File: src/pkg/uiw_pkg.sv
// package: register map, field layout and shared types of the isochrony window bank
package uiw_pkg;

    // ==========================================
    // register byte offsets
    localparam logic [7:0] CAPABILITY_OFFSET      = 8'h00;
    localparam logic [7:0] ISOCHRONY_CONTROL_OFFSET = 8'h04;
    localparam logic [7:0] WINDOW0_CONTROL_OFFSET = 8'h08;
    localparam logic [7:0] WINDOW0_BASE_OFFSET    = 8'h0c;
    localparam logic [7:0] WINDOW0_LIMIT_OFFSET   = 8'h10;
    localparam logic [7:0] WINDOW1_CONTROL_OFFSET = 8'h14;
    localparam logic [7:0] WINDOW1_BASE_OFFSET    = 8'h18;
    localparam logic [7:0] WINDOW1_LIMIT_OFFSET   = 8'h1c;

    // ==========================================
    // field positions and reset values
    localparam int         ISOC_ENABLE_BIT      = 0;
    localparam int         TABLE_ARB_BIT        = 1;
    localparam int         AGGRESSIVE_ARB_BIT   = 2;
    localparam int         WINDOW_ENABLE_BIT    = 0;
    localparam int         TRAFFIC_CLASS_LSB    = 1;
    localparam logic [3:0] WINDOW_COUNT         = 4'h4;
    localparam logic [2:0] TRAFFIC_CLASS_ZERO   = 3'h0;
    localparam logic [31:0] WORD_RESET          = 32'h00000000;
    localparam int         WINDOW_NUM           = 2;

    // ==========================================
    // axi response codes
    localparam logic [1:0] RESP_OKAY   = 2'h0;
    localparam logic [1:0] RESP_SLVERR = 2'h2;

    // ==========================================
    // arbiter steering mode
    typedef enum logic [2:0] {
        UIW_ARB_LEGACY     = 3'b001,
        UIW_ARB_TABLE      = 3'b010,
        UIW_ARB_AGGRESSIVE = 3'b100
    } uiw_arb_mode_t;

    // one window's programming
    typedef struct packed {
        logic        enable;
        logic [2:0]  traffic_class;
        logic [31:0] base;
        logic [31:0] limit;
    } uiw_window_t;

    // upstream request and its classification
    typedef struct packed {
        logic        valid;
        logic [31:0] address;
    } uiw_request_t;

    typedef struct packed {
        logic        valid;
        logic [2:0]  traffic_class;
        logic [1:0]  window_hit;
    } uiw_class_t;

endpackage

File: src/uiw_class_map.sv
// module: registered mapping of an upstream address to a traffic class
module uiw_class_map (
    input  wire logic                          aclk,
    input  wire logic                          aresetn,
    input  wire logic                          isoc_enable,
    input  wire uiw_pkg::uiw_window_t [1:0]    windows,
    input  wire uiw_pkg::uiw_request_t         request,
    output uiw_pkg::uiw_class_t                result
);
    import uiw_pkg::*;

    logic [WINDOW_NUM-1:0] hit;        // per-window match
    logic [2:0]            class_pick; // lowest hit wins
    uiw_class_t            next_result;

    // ==========================================
    // per-window comparators
    genvar gi;
    generate
        for (gi = 0; gi < WINDOW_NUM; gi = gi + 1) begin : g_match
            uiw_window_match u_match (
                .window  (windows[gi]),
                .address (request.address),
                .hit     (hit[gi])
            );
        end
    endgenerate

    // overlapping windows: window 0 has priority, a simple fixed order
    assign class_pick = hit[0] ? windows[0].traffic_class :
                        hit[1] ? windows[1].traffic_class : TRAFFIC_CLASS_ZERO;

    // global enable clear forces class zero
    assign next_result.valid         = request.valid;
    assign next_result.traffic_class = isoc_enable ? class_pick : TRAFFIC_CLASS_ZERO;
    assign next_result.window_hit    = hit;

    // ==========================================
    // output register, one cycle after request
    always_ff @(posedge aclk) begin
        if (!aresetn) begin
            result <= '0;
        end else begin
            result <= next_result;
        end
    end

endmodule

File: src/uiw_regs.sv
// module: axi4-lite register bank for upstream isochrony control and windows 0 and 1
// Function
// - control bits 15:3 read zero, ignore writes
// - aggressive bit writable only with table enable
// - aggressive mode stops masters mid transaction
// - table enable clear: legacy arbiter registers decide
// - table enable set: port table decides grant
// - global enable clear forces class zero
// - window control bits 15:4 read zero
// - window traffic class in bits 3:1
// - window enable bit 0, resets zero
// - base and limit full 32-bit read/write
// - limit is highest covered address
// - base is lowest covered address
// - control registers read zero after reset
// - capability field reports four windows
// - every reset source clears the bank
module uiw_regs (
    input  wire logic                  aclk,
    input  wire logic                  aresetn,
    input  wire logic                  hot_resetn,
    // axi4-lite slave
    input  wire logic [7:0]            s_axi_awaddr,
    input  wire logic                  s_axi_awvalid,
    output logic                       s_axi_awready,
    input  wire logic [31:0]           s_axi_wdata,
    input  wire logic [3:0]            s_axi_wstrb,
    input  wire logic                  s_axi_wvalid,
    output logic                       s_axi_wready,
    output logic [1:0]                 s_axi_bresp,
    output logic                       s_axi_bvalid,
    input  wire logic                  s_axi_bready,
    input  wire logic [7:0]            s_axi_araddr,
    input  wire logic                  s_axi_arvalid,
    output logic                       s_axi_arready,
    output logic [31:0]                s_axi_rdata,
    output logic [1:0]                 s_axi_rresp,
    output logic                       s_axi_rvalid,
    input  wire logic                  s_axi_rready,
    // upstream classification
    input  wire uiw_pkg::uiw_request_t up_request,
    output uiw_pkg::uiw_class_t        up_class,
    // secondary-bus arbiter steering
    output uiw_pkg::uiw_arb_mode_t     arb_mode,
    output logic                       arb_use_port_table,
    output logic                       arb_use_legacy_regs,
    output logic                       arb_preempt_masters
);
    import uiw_pkg::*;

    // ==========================================
    // register state
    logic              isoc_enable;      // global enable
    logic              table_arb;        // table-driven arbitration
    logic              aggressive_arb;   // preemptive arbitration
    uiw_window_t [1:0] windows;          // window programming
    logic              reset_all;        // any reset source

    // write channel capture
    logic              aw_held;          // address taken, waiting data
    logic [7:0]        aw_addr;          // captured write address
    logic              w_held;           // data taken, waiting address
    logic [31:0]       w_data;           // captured write data
    logic [3:0]        w_strb;           // captured byte enables

    // hot reset joins the bus reset; all bits are plain, none sticky
    assign reset_all = !aresetn || !hot_resetn;

    // ==========================================
    // write address / data acceptance, either order
    assign s_axi_awready = !aw_held && !s_axi_bvalid;
    assign s_axi_wready  = !w_held && !s_axi_bvalid;

    wire aw_fire = s_axi_awvalid && s_axi_awready;
    wire w_fire  = s_axi_wvalid && s_axi_wready;

    // the write commits once both halves are present
    wire        have_aw  = aw_held || aw_fire;
    wire        have_w   = w_held || w_fire;
    wire        do_write = have_aw && have_w && !s_axi_bvalid;
    wire [7:0]  wr_addr  = aw_held ? aw_addr : s_axi_awaddr;
    wire [31:0] wr_data  = w_held ? w_data : s_axi_wdata;
    wire [3:0]  wr_strb  = w_held ? w_strb : s_axi_wstrb;

    // ==========================================
    // write decode
    wire wr_ctrl    = do_write && (wr_addr == ISOCHRONY_CONTROL_OFFSET);
    wire wr_w0_ctrl = do_write && (wr_addr == WINDOW0_CONTROL_OFFSET);
    wire wr_w0_base = do_write && (wr_addr == WINDOW0_BASE_OFFSET);
    wire wr_w0_lim  = do_write && (wr_addr == WINDOW0_LIMIT_OFFSET);
    wire wr_w1_ctrl = do_write && (wr_addr == WINDOW1_CONTROL_OFFSET);
    wire wr_w1_base = do_write && (wr_addr == WINDOW1_BASE_OFFSET);
    wire wr_w1_lim  = do_write && (wr_addr == WINDOW1_LIMIT_OFFSET);
    wire wr_cap     = do_write && (wr_addr == CAPABILITY_OFFSET);
    wire wr_known   = wr_ctrl || wr_w0_ctrl || wr_w0_base || wr_w0_lim ||
                      wr_w1_ctrl || wr_w1_base || wr_w1_lim || wr_cap;

    // byte-lane merge for the 32-bit words
    function automatic logic [31:0] merge(input logic [31:0] old_v,
                                          input logic [31:0] new_v,
                                          input logic [3:0]  strb);
        logic [31:0] r;
        r = old_v;
        for (int b = 0; b < 4; b++) begin
            if (strb[b]) begin
                r[8*b +: 8] = new_v[8*b +: 8];
            end
        end
        return r;
    endfunction

    // ==========================================
    // write channel holding flops
    always_ff @(posedge aclk) begin
        if (!aresetn) begin
            aw_held <= 1'b0;
            w_held  <= 1'b0;
            aw_addr <= 8'h00;
            w_data  <= WORD_RESET;
            w_strb  <= 4'h0;
        end else begin
            aw_held <= do_write ? 1'b0 : have_aw;
            w_held  <= do_write ? 1'b0 : have_w;
            if (aw_fire) begin
                aw_addr <= s_axi_awaddr;
            end
            if (w_fire) begin
                w_data <= s_axi_wdata;
                w_strb <= s_axi_wstrb;
            end
        end
    end

    // write response, one cycle after commit, held until bready
    always_ff @(posedge aclk) begin
        if (!aresetn) begin
            s_axi_bvalid <= 1'b0;
            s_axi_bresp  <= RESP_OKAY;
        end else if (do_write) begin
            s_axi_bvalid <= 1'b1;
            s_axi_bresp  <= wr_known ? RESP_OKAY : RESP_SLVERR;
        end else if (s_axi_bready) begin
            s_axi_bvalid <= 1'b0;
        end
    end

    // ==========================================
    // global control register; only bits 2:0 exist
    wire ctrl_lane0        = wr_ctrl && wr_strb[0];
    wire next_table_arb    = ctrl_lane0 ? wr_data[TABLE_ARB_BIT] : table_arb;
    // aggressive bit only sticks while table mode is (being) set, and clears with it
    wire next_aggressive   = !next_table_arb ? 1'b0 :
                             ctrl_lane0 ? wr_data[AGGRESSIVE_ARB_BIT] : aggressive_arb;

    always_ff @(posedge aclk) begin
        if (reset_all) begin
            isoc_enable    <= 1'b0;
            table_arb      <= 1'b0;
            aggressive_arb <= 1'b0;
        end else begin
            if (ctrl_lane0) begin
                isoc_enable <= wr_data[ISOC_ENABLE_BIT];
            end
            table_arb      <= next_table_arb;
            aggressive_arb <= next_aggressive;
        end
    end

    // ==========================================
    // window registers, one generate slice per window
    wire [1:0] wr_wctrl = {wr_w1_ctrl, wr_w0_ctrl};
    wire [1:0] wr_wbase = {wr_w1_base, wr_w0_base};
    wire [1:0] wr_wlim  = {wr_w1_lim, wr_w0_lim};

    genvar gw;
    generate
        for (gw = 0; gw < WINDOW_NUM; gw = gw + 1) begin : g_win
            always_ff @(posedge aclk) begin
                if (reset_all) begin
                    windows[gw].enable        <= 1'b0;
                    windows[gw].traffic_class <= TRAFFIC_CLASS_ZERO;
                    windows[gw].base          <= WORD_RESET;
                    windows[gw].limit         <= WORD_RESET;
                end else begin
                    // control: bits 15:4 are not stored
                    if (wr_wctrl[gw] && wr_strb[0]) begin
                        windows[gw].enable        <= wr_data[WINDOW_ENABLE_BIT];
                        windows[gw].traffic_class <= wr_data[TRAFFIC_CLASS_LSB +: 3];
                    end
                    // base and limit stored even with window disabled (scratch)
                    if (wr_wbase[gw]) begin
                        windows[gw].base <= merge(windows[gw].base, wr_data, wr_strb);
                    end
                    if (wr_wlim[gw]) begin
                        windows[gw].limit <= merge(windows[gw].limit, wr_data, wr_strb);
                    end
                end
            end
        end
    endgenerate

    // ==========================================
    // read channel: one read in flight, data registered
    assign s_axi_arready = !s_axi_rvalid;
    wire   ar_fire       = s_axi_arvalid && s_axi_arready;

    logic [31:0] rd_word;   // selected read value
    logic        rd_known;  // address decodes

    // reserved bits of each register come back as zero
    always_comb begin
        rd_word  = WORD_RESET;
        rd_known = 1'b1;
        case (s_axi_araddr)
            CAPABILITY_OFFSET:        rd_word = {28'h0000000, WINDOW_COUNT};
            ISOCHRONY_CONTROL_OFFSET: rd_word = {29'h0, aggressive_arb, table_arb, isoc_enable};
            WINDOW0_CONTROL_OFFSET:   rd_word = {28'h0000000, windows[0].traffic_class, windows[0].enable};
            WINDOW0_BASE_OFFSET:      rd_word = windows[0].base;
            WINDOW0_LIMIT_OFFSET:     rd_word = windows[0].limit;
            WINDOW1_CONTROL_OFFSET:   rd_word = {28'h0000000, windows[1].traffic_class, windows[1].enable};
            WINDOW1_BASE_OFFSET:      rd_word = windows[1].base;
            WINDOW1_LIMIT_OFFSET:     rd_word = windows[1].limit;
            default:                  rd_known = 1'b0;
        endcase
    end

    // read data registered, held until rready
    always_ff @(posedge aclk) begin
        if (!aresetn) begin
            s_axi_rvalid <= 1'b0;
            s_axi_rdata  <= WORD_RESET;
            s_axi_rresp  <= RESP_OKAY;
        end else if (ar_fire) begin
            s_axi_rvalid <= 1'b1;
            s_axi_rdata  <= rd_word;
            s_axi_rresp  <= rd_known ? RESP_OKAY : RESP_SLVERR;
        end else if (s_axi_rready) begin
            s_axi_rvalid <= 1'b0;
        end
    end

    // ==========================================
    // arbiter steering, straight from the control flops
    always_comb begin
        if (!table_arb) begin
            arb_mode = UIW_ARB_LEGACY;
        end else if (aggressive_arb) begin
            arb_mode = UIW_ARB_AGGRESSIVE;
        end else begin
            arb_mode = UIW_ARB_TABLE;
        end
    end

    assign arb_use_legacy_regs = !table_arb;
    assign arb_use_port_table  = table_arb;
    assign arb_preempt_masters = table_arb && aggressive_arb;

    // ==========================================
    // upstream traffic classification
    uiw_class_map u_class_map (
        .aclk        (aclk),
        .aresetn     (!reset_all),
        .isoc_enable (isoc_enable),
        .windows     (windows),
        .request     (up_request),
        .result      (up_class)
    );

endmodule

File: src/uiw_window_match.sv
// module: one window's inclusive address comparison
module uiw_window_match (
    input  wire uiw_pkg::uiw_window_t window,
    input  wire logic [31:0]          address,
    output logic                      hit
);
    import uiw_pkg::*;

    // ==========================================
    // compare
    wire above_base  = (address >= window.base);
    wire below_limit = (address <= window.limit);

    // bounds both included; disabled window never hits
    assign hit = window.enable & above_base & below_limit;

endmodule

File: config.mk
export PLATFORM = sky130hd
export DESIGN_NAME = uiw_regs
export DESIGN_NICKNAME = d
export VERILOG_FILES = /design/src/pkg/uiw_pkg.sv /design/src/uiw_class_map.sv /design/src/uiw_regs.sv /design/src/uiw_window_match.sv
export SDC_FILE = /design/constraint.sdc
export NUM_CORES = 1
export LEC_CHECK = 0
export BUFFER_PORTS_ARGS = -buffer_cell sky130_fd_sc_hd__buf_2
export CAP_MARGIN = 15
export CORE_MARGIN = 2
export CORE_UTILIZATION = 57
export DETAILED_ROUTE_END_ITERATION = 10
export PLACE_DENSITY_LB_ADDON = 0.05
export SYNTH_ARGS = -nofsm -noshare
export SYNTH_HDL_FRONTEND = slang
export SYNTH_SLANG_ARGS = --single-unit
File: constraint.sdc
create_clock -name aclk -period 7.4 [get_ports aclk]
set_input_delay 1.85 -clock aclk [delete_from_list [all_inputs] [get_ports aclk]]
set_output_delay 1.85 -clock aclk [all_outputs]
set_load 0.03 [all_outputs]
* Word-level counts from Yosys, hierarchy flattened
Index checks and enable logic that the tools add are counted.
** Cells by class
- Mux-type cells :: 16
- Bitwise logic cells :: 7
- Reductions and logical operators :: 60
- Order comparisons :: 4
- Equal/unequal tests :: 14
** Operator list (count)
- 32-bit one-hot mux with 8 select lines :: 1
- 8-bit by 5-bit equality test with 1-bit output, second input constant :: 8
- 32-bit >= comparator :: 2
- 32-bit less-or-equal comparator :: 2
- 8-bit by 4-bit equality test with 1-bit output, second input constant :: 4
- 32-bit two-way mux :: 1
- 2-bit AND reduction :: 16
- 1-bit logical AND :: 19
- 8-bit by 3-bit equality test with 1-bit output, second input constant :: 2
- 8-bit logical NOT :: 2
- 3-bit two-way mux :: 4
- 1-bit logical OR :: 10
- 8-bit two-way mux :: 1
- 8-bit OR reduction :: 1
- 1-bit logical NOT :: 7
- 1-bit two-way mux :: 6
- 2-bit OR reduction :: 3
- 1-bit AND :: 4
- 2-bit two-way mux :: 2
- 4-bit two-way mux :: 1
- 2-bit nonzero test :: 2
- 1-bit inverter :: 3
** Storage, ports and cells
- Word-level logic and storage cells :: 137
- Bits of input ports :: 93
- Output and inout port bits :: 53
- Register bits after elaboration :: 229

* Depth between registers and ports, before layout
Gate-level depths: netlist of run 1.
- Depth after elaboration :: 15
- Gate-level depth with buffers :: 8
- Depth with buffers taken out :: 8

* Hierarchy
Synthesis of run 1 repeated with hierarchy kept, for this count alone.
** Second synthesis, totals
- Cell total of the unflattened synthesis :: 1460
- Area total of the unflattened synthesis :: 13207.7 µm²
** Modules (own cells, without submodules)
- uiw_regs :: area each 9806.9 µm², cells each 995, sequential area each 4424.2 µm², instances 1
- uiw_window_match :: area each 1604.0 µm², cells each 223, sequential area each 0.0 µm², instances 2
- uiw_class_map :: area each 192.7 µm², cells each 19, sequential area each 120.1 µm², instances 1

* Worst setup path before layout of run 1
OpenSTA, ideal clock, no wires.
- Path kind :: input -> register
- Start point :: input port up_request[15] (netlist bit)
- End point :: register u_class_map.result[3] (netlist bit)
- Path buffers :: 0
- Library setup time :: 73 ps
- Stages :: 7
- Data arrival time :: 3720 ps
- Slack :: 3607 ps
- Data required time :: 7327 ps
- Cell sequence :: ha_1 -> nand4_1 -> or4_1 -> o32a_1 -> a211oi_1 -> o2111ai_1 -> mux2i_1
** On the way
- Word-level cells in the longest chain between the ends :: 5
- Elaborated cells on any way between the ends :: 10
- Those cells by class :: order compare: 4; mux: 2; bitwise: 4
** Ends and longest elaborated chain
- start: declaration :: RTL line uiw_regs.sv:41 : input wire uiw_pkg::uiw_request_t up_request,
- 32-bit >= comparator :: RTL line uiw_window_match.sv:11 : wire above_base = (address >= window.base);
- 1-bit AND (2 in series) :: RTL line uiw_window_match.sv:15 : assign hit = window.enable & above_base & below_limit;
- 3-bit two-way mux :: RTL line uiw_class_map.sv:31 : hit[1] ? windows[1].traffic_class : TRAFFIC_CLASS_ZERO;
- 3-bit two-way mux (*) :: RTL line uiw_class_map.sv:30 : assign class_pick = hit[0] ? windows[0].traffic_class :
- end signal: assignment :: RTL line uiw_class_map.sv:44 : result <= next_result;
- end: declaration :: RTL line uiw_class_map.sv:8 : output uiw_pkg::uiw_class_t result
Every way passes the cells marked *; elsewhere a longest branch is shown, timed or not.
A chain may end at the register's enable or synchronous reset.

* Worst setup path after layout of run 1
Same ends and word-level chain as after synthesis.

==> impl_metrics.csv, run 1 <==
group,metric,value,unit
drt,wl_met2,16.6,mm
place,portBuffers,143,
sta,rsz0062_at_grt,"no",
worst_setup_path,cpLargestDelayFamily,"compound AO/OA/AOI/OAI gates",
drt,route.detailed.drc,0,
min_path,min_to,"aw_addr[0]",
status,outcome,"finished, final reports clean",
floorplanning,die_w,153,um
drt,drt_first_pass_iters,6,
clock_network,htree_levels,1,
worst_setup_path,crit_buf_inv,1,
synth,synth_cells,1473,
sta,maxSlewViolCount,0,
min_path,hold_path.class,"register to register",
synth,yosysSeqAreaShare,36.0,%
floorplanning,initial_utilization,58.0,%
clock_network,cts_setup_buffers,0,
drt,via_per_inst,5.97,
synth,synth.top_cell.area_share,36.0,%
worst_setup_path,r2r_end,"u_class_map.result[3]",
clock_network,cts_sinks,227,
sta,max_freq,243,MHz
worst_setup_path,crit_fanout,4,
synth,post_synth_num_cell_types,62,
synth,synthFlopType,"dfxtp_1",
worst_setup_path,crit_arrival,4550,ps
drt,totalWireLength,36.3,mm
global_routing,grt_pass1_wl,58.0,mm
layout,drive_above_1_share,15.7,%
clock_network,insertion_delay,520,ps
drt,wire_per_inst,19.4,um
drt,wl_met1,16.4,mm
min_path,min_from,"aw_addr[0]",
worst_setup_path,startpoint,"up_request[15]",
drt,top_layer,"met4",
drt,drt_iter0_drc,963,
power_and_ir_drop,power_density,194,nW/um^2
sta,setup-tns-final,0,ps
power_and_ir_drop,power_leakage,5.27,nW
sta,hold_violations,0,
synth,synth-seq-cells,227,
floorplanning,row_count,54,
layout,synthToLayoutAreaGrowth,12.3,%
floorplanning,die_y,153,um
global_routing,grt_pass1_vias,10643,
sta,slew_headroom,32.3,%
sta,setup_viol_count_final,0,
layout,diodes,0,
drt,antenna_left,0,
synth,syn_avg_cell_area,8.57,sq um
min_path,hold_depth,2,
power_and_ir_drop,ir_drop,0.198,mV
sta,fin_crit_sh,55.7,%
global_routing,grt_max_degree,86,
synth,ys_top_cells_by_area,"dfxtp_1, ha_1, a211oi_1, nand2_1, nor2_1",
place,globalplace.congestion,0.884,
synth,syn_area,12600,sq um
worst_setup_path,r2r_slack,4340,ps
layout,regArea,4550,sq um
drt,num_vias,11196,
synth,synth_edf_count,0,
synth,synth_top_area_cell,"dfxtp_1",
clock_network,numCtsBuffers,25,
sta,whs,461,ps
worst_setup_path,setup.worst_path.end_class,"register",
layout,stdcell_count,1876,
place,place_hpwl,25.5,mm
floorplanning,ios,146,
sta,worst_slew_pin_slew,1000,ps
worst_setup_path,cp.required,7830,ps
worst_setup_path,worst-setup-path-type,"input pin to register",
synth,async_flop_share,0,%
drt,wl_met3,2.42,mm
worst_setup_path,reg2reg_depth,8,
global_routing,grt_usage,30.6,%
sta,clock_skew,10.9,ps
clock_network,cts-root-buf,"clkbuf_16",
worst_setup_path,crit_path_top_delay_cell,"or4_1",
power_and_ir_drop,total_power,2.75,mW
global_routing,grt_overflow_total,0,
layout,nets,1801,
clock_network,cts_tree,"done",
synth,yosys_warnings,0,
worst_setup_path,path_cells,"buf_2, ha_1, nand4_1, or4_1, o32a_1, a211oi_1, o2111ai_1, mux2i_1",
floorplanning,core_area,21800,sq um
layout,multiInputGateArea,7220,sq um
flow_run,cap_violations,0,
clock_network,clockBufferDepth,3,
worst_setup_path,critPathMaxStageDelay,640,ps
place,dp.cells,1833,
clock_network,cts_resized,0,
floorplanning,dieArea,23300,sq um
worst_setup_path,start_kind,"input pin",
worst_setup_path,r2r_start,"windows[115]",
clock_network,cts.clk_slew.worst_paths,60,ps
sta,layout_min_cycle_time,4120,ps
global_routing,antenna_found_initial,0,
layout,fillers,1925,
clock_network,hold_buffers,0,
## synthesized netlist by cell type, drive strengths merged (5+ instances only)
| cell | n |
|---|---|
| a211oi | 105 |
| a21boi | 78 |
| a21o | 38 |
| a21oi | 55 |
| a22oi | 66 |
| a31o | 5 |
| and3 | 6 |
| buf | 27 |
| clkbuf | 44 |
| dfxtp | 227 |
| ha | 128 |
| inv | 134 |
| mux2 | 39 |
| mux2i | 37 |
| nand2 | 173 |
| nand3 | 16 |
| nand4 | 20 |
| nor2 | 168 |
| nor2b | 8 |
| nor3 | 9 |
| nor4 | 7 |
| o21a | 5 |
| o21ai | 15 |
| or4 | 5 |
## through the flow
stage | utilization (%) | worst slack [ps] | area, sq um
after floorplan | - | 3610 | 12600
after global placement | 61.7 | 3030 | 13400
after detailed placement | 61.7 | 2880 | 13400
after CTS | 65.2 | 3370 | 14200
after global routing | 65.2 | 3190 | 14200
final | 65.2 | 3280 | 14200
## placed cells by master, fill, tap and decap left out, types with 38 or more instances in the layout
master / n
a211oi_1: 105
a21boi_0: 78
a21o_1: 38
a21oi_1: 55
a22oi_1: 66
buf_2: 143
dfxtp_1: 226
ha_1: 128
inv_1: 134
mux2_2: 39
nand2_1: 168
nor2_1: 165
## worst min-delay path, stage by stage (launching register included)
cell and delay (ps):
dfxtp_1 300, nand2_1 40, a21boi_0 60
## worst max path at each step
| stage | depth (start not counted) | to |
|---|---|---|
| 2_1_floorplan | 7 | u_class_map.result[3] |
| 6_report | 8 | u_class_map.result[3] |
| 3_3_place_gp | 8 | u_class_map.result[3] |
| 5_1_grt | 8 | u_class_map.result[3] |
| 3_5_place_dp | 8 | u_class_map.result[3] |
| 4_1_cts | 8 | u_class_map.result[3] |
## kinds of logic after synthesis
logic type               Yosys count  share of synthesized area (%)
flip-flops                       227                           36.0
other                              1                         0.0297
adder cells (fa/ha/maj)          128                           12.7
buffers and inverters            210                           7.01
multiplexers                      76                           6.41
AO/OA/AOI/OAI                    402                           22.9
AND/OR/NAND/NOR                  429                           14.9
## metal layers
layer,vias to the layer above,GRT usage [%]
met3,54,3.38
met1,5341,43.4
met2,378,50.0
li1,5423,-
met5,-,0
met4,0,8.02
## flip-flops by register name, indices dropped and copies added (netlist names)
signal and cells:
w_held 1, s_axi_bvalid 1, arb_use_port_table 1, u_class_map.result 6, windows 136, s_axi_bresp 1
s_axi_rvalid 1, w_strb 4, w_data 32, s_axi_rdata 32, s_axi_rresp 1, isoc_enable 1
aggressive_arb 1, aw_addr 8, aw_held 1
## power breakdown
part	total (mW)	switching [mW]	internal [mW]
Clock	1.17	0.492	0.681
Sequential	1.26	0.0124	1.24
Combinational	0.323	0.206	0.117
Total	2.75	0.710	2.04
## area by class of cell
class                           count  area share (%)
Inverter                          134            3.55
Multi-Input combinational cell   1037            50.9
Tap cell                          280            2.47
Timing Repair Buffer              155            5.68
Sequential cell                   227            32.1
Clock inverter                      1          0.0353
Clock buffer                       42            5.29
Note: power is estimated with default switching activity, not from simulation.
==> inputs of run 2 (changes only) <==
- clock period: 7.4 -> 3.9 ns (I/O delays scaled with it)
==> run 2 against run 1 <==
Compared with the run above: critical path depth did not move; sequential power up 90%; design area up 1.9%; highest routed layer unchanged; flip-flop and latch count did not move; critical path type unchanged; hold slack about the same; critical endpoint unchanged; first-iteration DRC count down 16%; clock skew fell by 2.2 ps.
==> impl_metrics.csv, run 2 (same netlist as run 1, synthesis figures left out) <==
group,metric,value,unit
clock_network,cts-root-buf,"clkbuf_16",
clock_network,cts_resized,0,
clock_network,cts_sinks,227,
flow_run,cap_violations,0,
layout,synthToLayoutAreaGrowth,14.4,%
clock_network,insertion_delay,530,ps
worst_setup_path,critPathMaxStageDelay,810,ps
worst_setup_path,crit_fanout,4,
sta,rsz0062_at_grt,"no",
layout,stdcell_count,1887,
sta,clock_skew,8.73,ps
power_and_ir_drop,combPwrFrac,10.9,%
sta,setup-tns-final,0,ps
floorplanning,dieArea,23300,sq um
drt,route.detailed.drc,0,
floorplanning,core_area,21800,sq um
worst_setup_path,path_cells,"buf_2, ha_1, a21oi_1, o21ai_0, a221o_1, o311ai_0, o2111ai_1, mux2i_1",
sta,setup_viol_count_final,0,
sta,hold_violations,0,
sta,slew_headroom,38.0,%
power_and_ir_drop,swShare,25.1,%
status,outcome,"finished, final reports clean",
global_routing,grt_usage,30.9,%
clock_network,htree_levels,1,
floorplanning,initial_utilization,58.0,%
power_and_ir_drop,power_leakage,5.40,nW
worst_setup_path,start_kind,"input pin",
drt,totalWireLength,36.3,mm
worst_setup_path,crit_arrival,3390,ps
layout,largest_register_ff_count,136,
floorplanning,die_w,153,um
place,placed_area,13500,sq um
clock_network,cts.clk_slew.worst_paths,60,ps
clock_network,hold_buffers,0,
layout,layout_common_cells,"dfxtp_1, nand2_1, nor2_1, buf_2, inv_1",
global_routing,grt_pass1_wl,58.7,mm
sta,fin_crit_sh,75.1,%
clock_network,clockBufferDepth,3,
worst_setup_path,crit_buf_inv,1,
sta,layout_min_cycle_time,2930,ps
global_routing,grt_overflow_total,0,
layout,largest-register,"windows",
clock_network,numCtsBuffers,26,
place,portBuffers,143,
place,dp.cells,1840,
sta,worst_slew_pin_slew,918,ps
min_path,hold_path.class,"register to register",
layout,largestRegisters,"windows (136), s_axi_rdata (32), w_data (32)",
power_and_ir_drop,total_power,5.69,mW
global_routing,antenna_found_initial,0,
worst_setup_path,cpLargestDelayFamily,"compound AO/OA/AOI/OAI gates",
power_and_ir_drop,pwr-share-seq,41.9,%
drt,wire_per_inst,19.2,um
floorplanning,die_y,153,um
power_and_ir_drop,ir_drop,0.326,mV
place,post-place-ws,495,ps
layout,nets,1809,
power_and_ir_drop,power_density,394,nW/um^2
power_and_ir_drop,power.internal,4.26,mW
floorplanning,ios,146,
worst_setup_path,cp.required,4360,ps
layout,diodes,0,
sta,maxSlewViolCount,0,
layout,fin_area,14400,sq um
drt,via_per_inst,5.90,
layout,drive_above_1_share,16.8,%
global_routing,grt_pass1_vias,10813,
drt,drt_iter0_drc,806,
global_routing,grt_max_degree,84,
clock_network,cts_tree,"done",
sta,max_freq,341,MHz
place,globalplace.congestion,0.879,
drt,drt_first_pass_iters,7,
layout,multiInputGateArea,7220,sq um
power_and_ir_drop,switchingPower,1.43,mW
place,place_hpwl,25.5,mm
layout,regArea,4550,sq um
layout,final_common_cell,"dfxtp_1",
drt,num_vias,11128,
clock_network,cts_setup_buffers,0,
floorplanning,row_count,54,
sta,setup_ws,970,ps
worst_setup_path,setup.worst_path.end_class,"register",
power_and_ir_drop,pwr-share-clk,47.2,%
drt,antenna_left,0,
worst_setup_path,crit_path_top_delay_cell,"o311ai_0",
layout,fillers,1857,
worst_setup_path,worst-setup-path-type,"input pin to register",
-- run 2: changes by cell type in the layout (fill, tap and decap cells not counted), sizes merged --
cell / delta
buf: +7
clkbuf: -5
bufinv: +4
clkinv: +2
clkinvlp: +2
inv: +1
-- run 2: worst paths after layout --
kind              startpoint                     to  slack (ps)  cells past startpoint
min          s_axi_rdata[28]        s_axi_rdata[28]         460                      2
max reg2reg          aw_held            windows[53]        1000                      6
min reg2reg  s_axi_rdata[28]        s_axi_rdata[28]         460                      2
max            up_request[7]  u_class_map.result[3]         970                      8
-- run 2: layout make-up --
class	instances	area share (%)
multi-input cells	1037	50.0
flip-flops and latches	227	31.5
repair buffers	162	6.03
clock buffers	37	5.49
inverters	134	3.48
well taps	280	2.43
clock inverters	10	1.10
-- run 2: per-stage QoR --
step | utilization [%] | hold slack (ps)
2_1_floorplan | - | 439
3_3_place_gp | 62.0 | 448
3_5_place_dp | 62.0 | 455
4_1_cts | 66.4 | 464
5_1_grt | 66.4 | 487
6_report | 66.4 | 460
-- run 2: worst min-delay path, delay by kind of cell, from the launching register on --
| family | cells | cell delay [ps] |
|---|---|---|
| simple gates | 1 | 40 |
| flops | 1 | 300 |
| compound gates | 1 | 60 |
-- run 2: power groups by stage --
stage	Sequential [mW]	Combinational, mW	Clock [mW]
6_report	2.39	0.620	2.69
5_1_grt	2.39	0.684	2.81
4_1_cts	2.38	0.616	2.71
3_5_place_dp	2.44	0.612	0
3_3_place_gp	2.43	0.600	0
2_1_floorplan	2.44	0.387	0
-- run 2: metal layers --
metal	share of wire [%]	vias to the layer above	routed length, um	GRT usage [%]
li1	-	5439	-	-
met1	46	5280	16900	43.0
met2	46	353	16600	51.0
met3	5.8	56	2090	4.15
met4	2.0	0	708	7.28
met5	0	-	0	0
